===== config.mk =====
export PLATFORM = sky130hd
export DESIGN_NAME = lpm_top
export DESIGN_NICKNAME = d
export VERILOG_FILES = /design/src/hw/lpm_pkg.sv /design/src/hw/lpm_top.sv
export VERILOG_INCLUDE_DIRS = /design/src /design/src/hw
export SDC_FILE = /design/constraint.sdc
export NUM_CORES = 1
export LEC_CHECK = 0
export BUFFER_PORTS_ARGS = -buffer_cell sky130_fd_sc_hd__buf_2
export CORE_AREA = 2 2 264 266
export DETAILED_ROUTE_END_ITERATION = 16
export DIE_AREA = 0 0 266 268
export PLACE_DENSITY = 0.62
export REMOVE_ABC_BUFFERS = 1
export SETUP_SLACK_MARGIN = 0.3
export SYNTH_ARGS = -nofsm -noshare
export SYNTH_HDL_FRONTEND = slang
export SYNTH_SLANG_ARGS = --single-unit

===== constraint.sdc =====
create_clock -name i_clk -period 8.4 [get_ports i_clk]
set_clock_uncertainty 0.15 [all_clocks]
set_input_delay 0.42 -clock i_clk [delete_from_list [all_inputs] [get_ports i_clk]]
set_output_delay 0.42 -clock i_clk [all_outputs]
set_load 0.03 [all_outputs]

===== src/hw/lpm_defs.svh =====
// Purpose: constants for the far-end line and pointer justification counters
// Assumes: 125 MHz clock, one STS-1 path, 32-bit register port
// Notes: offsets are byte addresses on the plain register port
//
// Functional notes
// - count detected positive justifications per path
// - count detected negative justifications per path
// - count generated positive justifications per path
// - count generated negative justifications per path
// - justification counts hidden unless monitoring enabled
// - add reported far-end errors each frame
// - clamp report: 8xN below OC-48, 255 else
// - errored second: any error or RDI-L
// - severe second: errors reach K or RDI-L
// - ten severe seconds declare unavailable; count seconds
// - ten non-severe seconds clear unavailability
// - count failure events from RFI-L declaration
// - boundary-spanning failure counted in starting period
`ifndef LPM_DEFS_SVH
`define LPM_DEFS_SVH

`define LPM_A_CTRL 8'h00
`define LPM_A_K 8'h04
`define LPM_A_STAT 8'h08
`define LPM_A_MASK 8'h0C
`define LPM_A_CNT0 8'h10
`define LPM_A_LIVE 8'h34

`define LPM_CTRL_PJ_EN 0
`define LPM_CTRL_OC48 1
`define LPM_CTRL_CLR 2

`define LPM_EV_SEC 0
`define LPM_EV_SES 1
`define LPM_EV_AVAIL 2
`define LPM_EV_FAIL 3
`define LPM_N_EV 4

`define LPM_CNT_PD 0
`define LPM_CNT_ND 1
`define LPM_CNT_PG 2
`define LPM_CNT_NG 3
`define LPM_CNT_CV 4
`define LPM_CNT_ES 5
`define LPM_CNT_SES 6
`define LPM_CNT_UAS 7
`define LPM_CNT_FC 8
`define LPM_N_CNT 9
`define LPM_N_PJ 4

`define LPM_K_RST 16'h0010
`define LPM_STS_N 8'h01
`define LPM_REI_MAX_LOW (8'h08 * `LPM_STS_N)
`define LPM_REI_MAX_OC48 8'hFF
`define LPM_UNAV_RUN 4'hA

`define LPM_SEC_NS 1000000000
`define LPM_CLK_NS 8
`define LPM_SEC_CYCLES (`LPM_SEC_NS / `LPM_CLK_NS)

`endif


===== src/hw/lpm_pkg.sv =====
// Purpose: types for the far-end line and pointer justification counters
// Assumes: constants come from lpm_defs.svh
// Notes: the whole block state is one packed struct
`include "lpm_defs.svh"

package lpm_pkg;

    typedef enum logic {
        LPM_AVAIL,
        LPM_UNAVAIL
    } lpm_avail_t;

    typedef struct packed {
        logic [`LPM_N_CNT-1:0][31:0] cnt;
        logic [31:0] cv_cur;
        logic rdi_seen;
        logic rfi_d;
        logic [26:0] sec_cnt;
        logic [3:0] run;
        lpm_avail_t avail;
        logic pj_en;
        logic oc48;
        logic [15:0] k;
        logic [`LPM_N_EV-1:0] stat;
        logic [`LPM_N_EV-1:0] mask;
        logic [31:0] rdata;
        logic irq;
    } lpm_state_t;

endpackage : lpm_pkg


===== src/hw/lpm_top.sv =====
// Purpose: far-end line and pointer justification performance counters
// Assumes: event inputs come from same-clock framer logic, one cycle each
// Notes: counters run free and wrap; software clears them all at once
`include "lpm_defs.svh"
`timescale 1ns/100ps

module lpm_top #(
    parameter int unsigned SEC_CYCLES = `LPM_SEC_CYCLES
)
(
    // clock and reset
    input wire logic i_clk,
    input wire logic i_reset_n,
    // pointer justification events
    input wire logic i_pos_just_det,
    input wire logic i_neg_just_det,
    input wire logic i_pos_just_gen,
    input wire logic i_neg_just_gen,
    // far-end line indications
    input wire logic i_rei_valid,
    input wire logic [7:0] i_rei_errs,
    input wire logic i_rdi_defect,
    input wire logic i_rfi_failure,
    // register port
    input wire logic [7:0] i_addr,
    input wire logic [31:0] i_wdata,
    input wire logic i_wr,
    input wire logic i_rd,
    output logic [31:0] o_rdata,
    // interrupt
    output logic o_irq
);

    ////////////////////////////////////////////////////////////////////////
    // functions

    function automatic logic [31:0] bump(input logic [31:0] v, input logic en);
        bump = en ? v + 32'h0000_0001 : v;
    endfunction : bump

    function automatic logic [7:0] clamp(input logic [7:0] v, input logic [7:0] lim);
        clamp = (v > lim) ? lim : v;
    endfunction : clamp

    ////////////////////////////////////////////////////////////////////////
    // state

    localparam logic [26:0] SEC_LAST = 27'(SEC_CYCLES - 1);

    lpm_pkg::lpm_state_t s_r;
    lpm_pkg::lpm_state_t s_nxt;

    logic tick;
    logic clr_now;
    logic [7:0] rei_lim;
    logic [7:0] rei_inc;
    logic [31:0] sec_errs;
    logic sec_rdi;
    logic sec_es;
    logic sec_ses;
    logic fail_start;
    logic [5:0] rd_idx;

    // one-second boundary on the last cycle of each interval
    assign tick = (s_r.sec_cnt == SEC_LAST);
    assign clr_now = i_wr && (i_addr == `LPM_A_CTRL) && i_wdata[`LPM_CTRL_CLR];

    // a report beyond the legal range is a corrupt byte, so cap it
    assign rei_lim = s_r.oc48 ? `LPM_REI_MAX_OC48 : `LPM_REI_MAX_LOW;
    assign rei_inc = i_rei_valid ? clamp(i_rei_errs, rei_lim) : 8'h00;

    // this cycle's report still belongs to the closing second
    assign sec_errs = s_r.cv_cur + {24'h00_0000, rei_inc};
    assign sec_rdi = s_r.rdi_seen | i_rdi_defect;
    assign sec_es = (sec_errs != 32'h0000_0000) || sec_rdi;
    assign sec_ses = (sec_errs >= {16'h0000, s_r.k}) || sec_rdi;

    // counted at its start, so a later boundary can never count it again
    assign fail_start = i_rfi_failure && !s_r.rfi_d;

    assign rd_idx = i_addr[7:2] - 6'(`LPM_A_CNT0 >> 2);

    ////////////////////////////////////////////////////////////////////////
    // next state

    always_comb
    begin
        s_nxt = s_r;
        s_nxt.sec_cnt = tick ? 27'h0 : s_r.sec_cnt + 27'h1;
        s_nxt.rfi_d = i_rfi_failure;

        // justification counters only run while monitoring is enabled
        s_nxt.cnt[`LPM_CNT_PD] = bump(s_r.cnt[`LPM_CNT_PD],
                                      s_r.pj_en && i_pos_just_det);
        s_nxt.cnt[`LPM_CNT_ND] = bump(s_r.cnt[`LPM_CNT_ND],
                                      s_r.pj_en && i_neg_just_det);
        s_nxt.cnt[`LPM_CNT_PG] = bump(s_r.cnt[`LPM_CNT_PG],
                                      s_r.pj_en && i_pos_just_gen);
        s_nxt.cnt[`LPM_CNT_NG] = bump(s_r.cnt[`LPM_CNT_NG],
                                      s_r.pj_en && i_neg_just_gen);

        s_nxt.cnt[`LPM_CNT_CV] = s_r.cnt[`LPM_CNT_CV] + {24'h00_0000, rei_inc};
        s_nxt.cnt[`LPM_CNT_FC] = bump(s_r.cnt[`LPM_CNT_FC], fail_start);

        if (tick)
        begin
            s_nxt.cv_cur = 32'h0000_0000;
            s_nxt.rdi_seen = 1'b0;
            s_nxt.cnt[`LPM_CNT_ES] = bump(s_r.cnt[`LPM_CNT_ES], sec_es);
            s_nxt.cnt[`LPM_CNT_SES] = bump(s_r.cnt[`LPM_CNT_SES], sec_ses);
            unique case (s_r.avail)
                lpm_pkg::LPM_AVAIL:
                begin
                    if (!sec_ses)
                        s_nxt.run = 4'h0;
                    else if (s_r.run + 4'h1 == `LPM_UNAV_RUN)
                    begin
                        s_nxt.avail = lpm_pkg::LPM_UNAVAIL;
                        s_nxt.run = 4'h0;
                    end
                    else
                        s_nxt.run = s_r.run + 4'h1;
                end
                lpm_pkg::LPM_UNAVAIL:
                begin
                    if (sec_ses)
                        s_nxt.run = 4'h0;
                    else if (s_r.run + 4'h1 == `LPM_UNAV_RUN)
                    begin
                        s_nxt.avail = lpm_pkg::LPM_AVAIL;
                        s_nxt.run = 4'h0;
                    end
                    else
                        s_nxt.run = s_r.run + 4'h1;
                end
            endcase
            // no retroactive adjustment: a second counts once the state is held
            s_nxt.cnt[`LPM_CNT_UAS] = bump(s_r.cnt[`LPM_CNT_UAS],
                                           s_nxt.avail == lpm_pkg::LPM_UNAVAIL);
        end
        else
        begin
            s_nxt.cv_cur = sec_errs;
            s_nxt.rdi_seen = sec_rdi;
        end

        // register writes
        if (i_wr)
        begin
            unique case (i_addr)
                `LPM_A_CTRL:
                begin
                    s_nxt.pj_en = i_wdata[`LPM_CTRL_PJ_EN];
                    s_nxt.oc48 = i_wdata[`LPM_CTRL_OC48];
                end
                `LPM_A_K:
                    s_nxt.k = i_wdata[15:0];
                `LPM_A_MASK:
                    s_nxt.mask = i_wdata[`LPM_N_EV-1:0];
                default:
                    s_nxt.k = s_nxt.k;
            endcase
        end

        if (clr_now)
        begin
            s_nxt.cnt = '0;
        end

        // sticky events; a set in the cycle of its clear wins
        s_nxt.stat = s_r.stat;
        if (i_wr && (i_addr == `LPM_A_STAT))
            s_nxt.stat = s_r.stat & ~i_wdata[`LPM_N_EV-1:0];
        s_nxt.stat[`LPM_EV_SEC] = s_nxt.stat[`LPM_EV_SEC] | tick;
        s_nxt.stat[`LPM_EV_SES] = s_nxt.stat[`LPM_EV_SES] | (tick && sec_ses);
        s_nxt.stat[`LPM_EV_AVAIL] = s_nxt.stat[`LPM_EV_AVAIL] | (s_nxt.avail != s_r.avail);
        s_nxt.stat[`LPM_EV_FAIL] = s_nxt.stat[`LPM_EV_FAIL] | fail_start;
        s_nxt.irq = |(s_nxt.stat & s_nxt.mask);

        // read data stands only in the cycle after the strobe
        s_nxt.rdata = 32'h0000_0000;
        if (i_rd)
        begin
            unique case (i_addr)
                `LPM_A_CTRL:
                    s_nxt.rdata = {30'h0, s_r.oc48, s_r.pj_en};
                `LPM_A_K:
                    s_nxt.rdata = {16'h0000, s_r.k};
                `LPM_A_STAT:
                    s_nxt.rdata = {28'h000_0000, s_r.stat};
                `LPM_A_MASK:
                    s_nxt.rdata = {28'h000_0000, s_r.mask};
                `LPM_A_LIVE:
                    s_nxt.rdata = {29'h0, s_r.rfi_d, s_r.rdi_seen,
                                   s_r.avail == lpm_pkg::LPM_UNAVAIL};
                default:
                begin
                    if (i_addr[1:0] == 2'b00 && i_addr >= `LPM_A_CNT0
                        && i_addr < `LPM_A_LIVE)
                    begin
                        // blank justification counts while monitoring is off; other counts still read
                        if (rd_idx >= 6'(`LPM_N_PJ) || s_r.pj_en)
                            s_nxt.rdata = s_r.cnt[rd_idx[3:0]];
                    end
                end
            endcase
        end
    end

    always_ff @(posedge i_clk or negedge i_reset_n)
    begin
        if (!i_reset_n)
        begin
            s_r <= '0;
            s_r.k <= `LPM_K_RST;
            s_r.avail <= lpm_pkg::LPM_AVAIL;
        end
        else
            s_r <= s_nxt;
    end

    assign o_rdata = s_r.rdata;
    assign o_irq = s_r.irq;
endmodule : lpm_top


==> results of run 1 <==
logic make-up after synthesis:
kind of cell	count (synthesis)	share of synthesized area, %
compound gates	435	11.9
xor+xnor	230	8.53
fa+ha+maj	51	2.67
buf+inv	207	3.87
flops	413	43.5
mux	100	7.80
simple gates	1047	21.8
state kept, by name (all words and copies together), names as in the netlist:
name,count
o_irq,1
s_r,380
o_rdata,32
placed cells by master (no fill, tap or decap), types with 16 or more instances in the layout:
cell             n
dfrtp_1        412
nor2_1         312
nand2_1        203
xor2_1         151
nand3_1        144
a21oi_1        131
o21ai_0         95
xnor2_1         78
buf_2           72
and3_1          70
or3_1           67
mux4_2          66
inv_1           60
nand4_1         52
ha_1            50
clkbuf_16       48
a22oi_1         46
nor3_1          41
nor2b_1         33
or4_1           31
and2_1          28
o31ai_1         25
dlygate4sd3_1   23
mux2_2          22
buf_4           20
a21o_1          19
o211ai_1        17
o21a_1          16
synth_stat cells, types with 8 or more instances:
| master | count | area [sq um] |
|---|---|---|
| a211oi_1 | 11 | 82.6 |
| a21o_1 | 19 | 143 |
| a21oi_1 | 131 | 656 |
| a22oi_1 | 46 | 345 |
| and2_1 | 28 | 175 |
| and3_1 | 71 | 444 |
| and4_1 | 13 | 114 |
| buf_1 | 12 | 45.0 |
| buf_2 | 9 | 45.0 |
| buf_4 | 35 | 263 |
| clkbuf_1 | 91 | 342 |
| dfrtp_1 | 412 | 10300 |
| ha_1 | 50 | 626 |
| inv_1 | 60 | 225 |
| mux2_2 | 22 | 248 |
| mux2i_1 | 12 | 120 |
| mux4_2 | 66 | 1490 |
| nand2_1 | 203 | 762 |
| nand2b_1 | 11 | 68.8 |
| nand3_1 | 144 | 721 |
| nand4_1 | 52 | 325 |
| nor2_1 | 312 | 1170 |
| nor2b_1 | 34 | 213 |
| nor3_1 | 42 | 210 |
| nor4_1 | 10 | 62.6 |
| o2111ai_1 | 8 | 70.1 |
| o211ai_1 | 17 | 128 |
| o21a_1 | 16 | 120 |
| o21ai_0 | 96 | 480 |
| o21ai_1 | 13 | 65.1 |
| o31ai_1 | 25 | 188 |
| or2_2 | 9 | 56.3 |
| or3_1 | 67 | 419 |
| or4_1 | 31 | 233 |
| xnor2_1 | 78 | 683 |
| xor2_1 | 151 | 1320 |
per-layer routing:
metal / wire (microns) / track usage (%) / vias up
met5: 0 / 0 / -
met4: 2170 / 6.48 / 0
met3: 4110 / 2.73 / 124
met2: 29900 / 29.5 / 617
met1: 30700 / 26.5 / 9709
li1: - / - / 8866
power groups by stage:
stage	logic, mW	clock network, mW	registers [mW]
floorplan	0.481	0	2.18
global placement	0.720	0	2.21
detailed placement	0.737	0	2.22
CTS	0.751	2.13	2.18
global route	0.829	2.21	2.20
finish	0.757	2.09	2.19
area by class of cell:
| cell class | count | area share (%) |
|---|---|---|
| Tap cell | 882 | 4.16 |
| Inverter | 60 | 0.848 |
| Antenna cell | 1 | 0.00942 |
| Sequential cell | 413 | 38.9 |
| Clock inverter | 23 | 0.928 |
| Multi-Input combinational cell | 1863 | 47.2 |
| Timing Repair Buffer | 118 | 3.00 |
| Clock buffer | 62 | 4.91 |
repair_timing:
| action | 4_1_cts | 5_1_grt |
|---|---|---|
| endpoints found under the hold margin | 154 | 0 |
| buffers inserted | 0 | 0 |
| hold buffers | 23 | 0 |
critical path, cell delays in order (launching register included):
cell and delay [ns]:
dfrtp_1 0.45, inv_1 0.18, ha_1 0.35, nand2_2 0.11, o21ai_2 0.25, a21oi_4 0.10
or2_2 0.36, nor2_1 0.25, a21oi_1 0.08, nor2_1 0.31, ha_1 0.43, a21o_1 0.30
a31o_2 0.24, a21oi_1 0.31, o21ai_0 0.13, a311oi_1 0.76, ha_1 0.28, a21o_1 0.11
a21o_1 0.12, a21oi_1 0.07, o31a_1 0.11, o21ai_1 0.20, buf_4 0.27, o2111ai_1 0.45
or4_1 0.65, a21oi_1 0.16
through the flow:
step                setup WS [ns]  utilization (%)  power [mW]
floorplan                   0.277                -        2.67
global placement             1.31             36.3        2.93
detailed placement           1.26             36.3        2.96
CTS                          1.21             38.9        5.07
global route                0.702             38.9        5.24
finish                       1.10             38.9        5.03
path summary, 6_finish.rpt:
kind,start,to,slack (ns),depth (start not counted)
worst max-delay path,s_r[57]$_DFFE_PN0P_,s_r[346]$_DFFE_PN0P_,1.10,25
worst min-delay path,i_rd,o_rdata[1]$_DFF_PN0_,0.09,2
worst max register to register,s_r[57]$_DFFE_PN0P_,s_r[346]$_DFFE_PN0P_,1.10,25
worst min register to register,s_r[64]$_DFF_PN0_,s_r[64]$_DFF_PN0_,0.34,1
max in group asynchronous,i_reset_n,s_r[171]$_DFFE_PN0P_,6.17,3
min in group asynchronous,i_reset_n,s_r[164]$_DFFE_PN0P_,0.42,2
==> flow_summary_export.csv, run 1 <==
group,metric,value,unit
die,start_util,34.9,%
global_route,grt_start_max_net_pins,199,
run,cap_violations,0,
yosys,netlist_area,23800,sq um
yosys,ys_warn_count,0,
sta,rsz0062_at_grt,"no",
drt,wl,66800,microns
layout,final_cell_area,26600,sq um
drt,drtIter0Drc,1924,
critical_path,cp.required,8.75,ns
die,die_area,71300,sq um
layout,nNetsFinal,2612,
power_and_ir_drop,p_comb_share,15.1,%
drt,dr.pass1.iters,6,
yosys,async_reset_ff_share,100,%
min_path,hp-class,"in -> reg",
placed_design,gp_congestion,0.882,
die,die_w,266,microns
placed_design,dp_hpwl,47500,microns
clocking,cts_buffers,47,
power_and_ir_drop,seq_power_share,43.5,%
sta,max_clock_freq,137,MHz
layout,fillers,6701,
sta,period_minus_slack,7.30,ns
critical_path,critPathLaunchType,"flip-flop",
drt,drcViolationCount,0,
yosys,synth_edf_count,0,
yosys,ys_types,84,
sta,hold_slack,0.0853,ns
global_route,grt_pass1_vias,19100,
sta,timing.final.hold_violations,0,
drt,vias_per_cell,5.64,
layout,area_growth,11.7,%
drt,final_antenna_net_count,0,
clocking,h-tree-depth,2,
critical_path,critPathKind,"reg -> reg",
sta,worstMarginPinSlew,1.12,ns
yosys,ys.flop_type,"dfrtp_1",
layout,stdcell_count,3422,
sta,period_share,86.9,%
placed_design,post_dp_cell_area,24800,sq um
drt,wl_per_cell,19.5,microns
layout,ff_latch_area,10300,sq um
placed_design,placed_cells,3313,
global_route,grt_pass1_wl,107000,microns
critical_path,cp-end-kind,"flip-flop",
power_and_ir_drop,power.density,189,nW/um^2
sta,finalSetupViolCount,0,
yosys,avgSynthCellArea,9.58,sq um
sta,maxSlewHeadroom,25.1,%
power_and_ir_drop,p_leak,11.4,nW
power_and_ir_drop,switchingPower,1.46,mW
power_and_ir_drop,power_frac_clock,41.4,%
clocking,clkTransAtPathRegs,0.07,ns
power_and_ir_drop,sw_frac_of_total,29.1,%
clocking,clock-sinks,413,
drt,vias,19300,
global_route,grt_remaining_overflow,0,
critical_path,cp.arrival,7.66,ns
global_route,track_usage,18.8,%
run_status,status,"completed",
die,num_rows,96,
clocking,tritoncts,"yes",
layout,drive_gt1_share,11.7,%
die,coreArea,68200,sq um
clocking,cts-root-buf,"clkbuf_16",
clocking,post_cts_resized,0,
yosys,yosys_register_bits,413,
sta,setup-tns-final,0,ns
yosys,syn_inst,2483,
clocking,cts_max_path_buffers,3,
power_and_ir_drop,p_int,3.57,mW
layout,multiInputGateArea,12500,sq um
clocking,clkLatencyLatePin,0.60,ns
yosys,yosysSeqAreaShare,43.5,%
power_and_ir_drop,ir_worst_vdd,0.160,mV
critical_path,worstPathMaxFanout,13,
sta,maxSlewViolCount,0,
placed_design,portBuffers,75,
die,die_h,268,microns
global_route,antenna_found_initial,1,
die,io_pins,92,
No activity file was read; power rests on OpenSTA's default activity.
==> run 2, diff against run 1 <==
- HOLD_SLACK_MARGIN: default -> 0.12
==> flow_summary_export.csv, run 2 (synthesis gave the netlist of run 1 again) <==
group,metric,value,unit
power_and_ir_drop,p_total,5.03,mW
drt,vias_per_cell,5.67,
critical_path,crit_path_frequent_cell,"a21oi_1",
placed_design,dp_hpwl,47500,microns
critical_path,critical_path_cell_count,25,
critical_path,reg2reg_to,"s_r[346]$_DFFE_PN0P_",
die,io_pins,92,
global_route,grt_remaining_overflow,0,
sta,setup-tns-final,0,ns
placed_design,portBuffers,75,
min_path,hold_depth,3,
sta,rsz0062_at_grt,"no",
run_status,status,"completed",
critical_path,path_delay_family,"compound AO/OA/AOI/OAI gates",
min_path,min_from,"i_wr",
clocking,clkTransAtPathRegs,0.07,ns
power_and_ir_drop,p_leak,11.4,nW
clocking,post_cts_resized,0,
power_and_ir_drop,power.density,189,nW/um^2
critical_path,critPathMaxStageDelay,0.78,ns
min_path,hp-class,"in -> reg",
drt,wl_per_cell,19.6,microns
die,num_rows,96,
drt,wl,67100,microns
drt,met1Wirelength,30900,microns
critical_path,rr_worst_depth,25,
critical_path,slowest_stage,"a311oi_1",
drt,drcViolationCount,0,
run,cap_violations,0,
critical_path,worstPathMaxFanout,13,
sta,finalSetupViolCount,0,
critical_path,reg2reg_slack,1.07,ns
drt,vias,19400,
drt,dr.pass1.iters,5,
layout,stdcell_count,3423,
clocking,h-tree-depth,2,
layout,nNetsFinal,2613,
global_route,antenna_found_initial,1,
sta,period_minus_slack,7.33,ns
power_and_ir_drop,ir_worst_vdd,0.160,mV
critical_path,critPathLaunchType,"flip-flop",
clocking,clock-sinks,413,
drt,dr_wl_met2,30000,microns
sta,max_clock_freq,136,MHz
layout,layout_commonest_cell,"dfrtp_1",
die,die_w,266,microns
placed_design,gp_congestion,0.882,
drt,drtIter0Drc,1905,
clocking,cts_max_path_buffers,3,
layout,multiInputGateArea,12500,sq um
drt,final_antenna_net_count,0,
global_route,track_usage,18.8,%
placed_design,placed_cells,3313,
die,die_area,71300,sq um
critical_path,critPathKind,"reg -> reg",
die,coreArea,68200,sq um
layout,largest_reg_flops,380,
sta,period_share,87.3,%
layout,regMostFlops,"s_r",
sta,maxSlewViolCount,0,
global_route,grt_pass1_wl,107000,microns
critical_path,cp.required,8.75,ns
global_route,grt_start_max_net_pins,199,
critical_path,cp_num_buf_inv,2,
sta,timing.final.hold_violations,0,
critical_path,cp.arrival,7.69,ns
critical_path,cp-end-kind,"flip-flop",
drt,top_layer,"met4",
die,start_util,34.9,%
clocking,tritoncts,"yes",
clocking,cts-root-buf,"clkbuf_16",
critical_path,r2r_start,"s_r[57]$_DFFE_PN0P_",
layout,fillers,6703,
drt,wl_met3,4070,microns
global_route,grt_pass1_vias,19100,
clocking,clkLatencyLatePin,0.60,ns
clocking,cts_buffers,47,
sta,maxSlewHeadroom,26.6,%
layout,layout_common_cells,"dfrtp_1 (412), nor2_1 (312), nand2_1 (203)",
layout,ff_latch_area,10300,sq um
die,die_h,268,microns
min_path,whs_endpoint,"s_r[57]$_DFFE_PN0P_",
layout,area_growth,11.7,%
layout,drive_gt1_share,11.7,%
sta,worstMarginPinSlew,1.10,ns
-- run 2: worst max path at each step --
stage	start	end	slack, ns
after floorplan	i_addr[4]	s_r[305]$_DFFE_PN0P_	0.28
after global placement	s_r[57]$_DFFE_PN0P_	s_r[346]$_DFFE_PN0P_	1.31
after detailed placement	s_r[57]$_DFFE_PN0P_	s_r[347]$_DFFE_PN0P_	1.26
after CTS	s_r[57]$_DFFE_PN0P_	s_r[346]$_DFFE_PN0P_	1.21
after global routing	s_r[57]$_DFFE_PN0P_	s_r[346]$_DFFE_PN0P_	0.70
final	s_r[57]$_DFFE_PN0P_	s_r[346]$_DFFE_PN0P_	1.07
-- run 2: metal layers --
layer	track usage, %	vias to the layer above
met3	2.73	125
met5	0	-
met1	26.5	9786
met4	6.48	0
li1	-	8866
met2	29.5	633
-- run 2: through the flow --
step                      instance area (sq um)  utilization (%)  hold WS (ns)  setup WS [ns]
after floorplan                           23100                -       -0.0256          0.277
after global placement                    24800             36.3         0.315           1.31
after detailed placement                  24800             36.3         0.331           1.26
after CTS                                 26600             38.9         0.127           1.21
after global routing                      26600             38.9         0.156          0.702
final                                     26600             38.9         0.156           1.07
-- run 2: what timing repair did --
item,in CTS,in global routing
setup buffers,0,0
hold endpoints to repair,179,0
hold buffers,24,0
-- run 2: report_power, final --
| part | total, mW | internal, mW | switching [mW] |
|---|---|---|---|
| Sequential | 2.19 | 2.08 | 0.108 |
| Combinational | 0.757 | 0.292 | 0.465 |
| Clock | 2.09 | 1.20 | 0.891 |
-- run 2: worst min-delay path: cells and delay by family --
| kind | cells | cell delay [ns] |
|---|---|---|
| muxes | 1 | 0.17 |
| buffers and inverters | 1 | 0.14 |
| and+or+nand+nor | 1 | 0.13 |
-- run 2: final cells by class --
| type | instances | area share, % |
|---|---|---|
| sequential | 413 | 38.9 |
| timing repair buffer | 119 | 3.03 |
| inverter | 60 | 0.848 |
| multi-input combinational | 1863 | 47.2 |
| clock inverter | 23 | 0.928 |
| antenna | 1 | 0.00942 |
| clock buffer | 62 | 4.91 |
| tap | 882 | 4.15 |
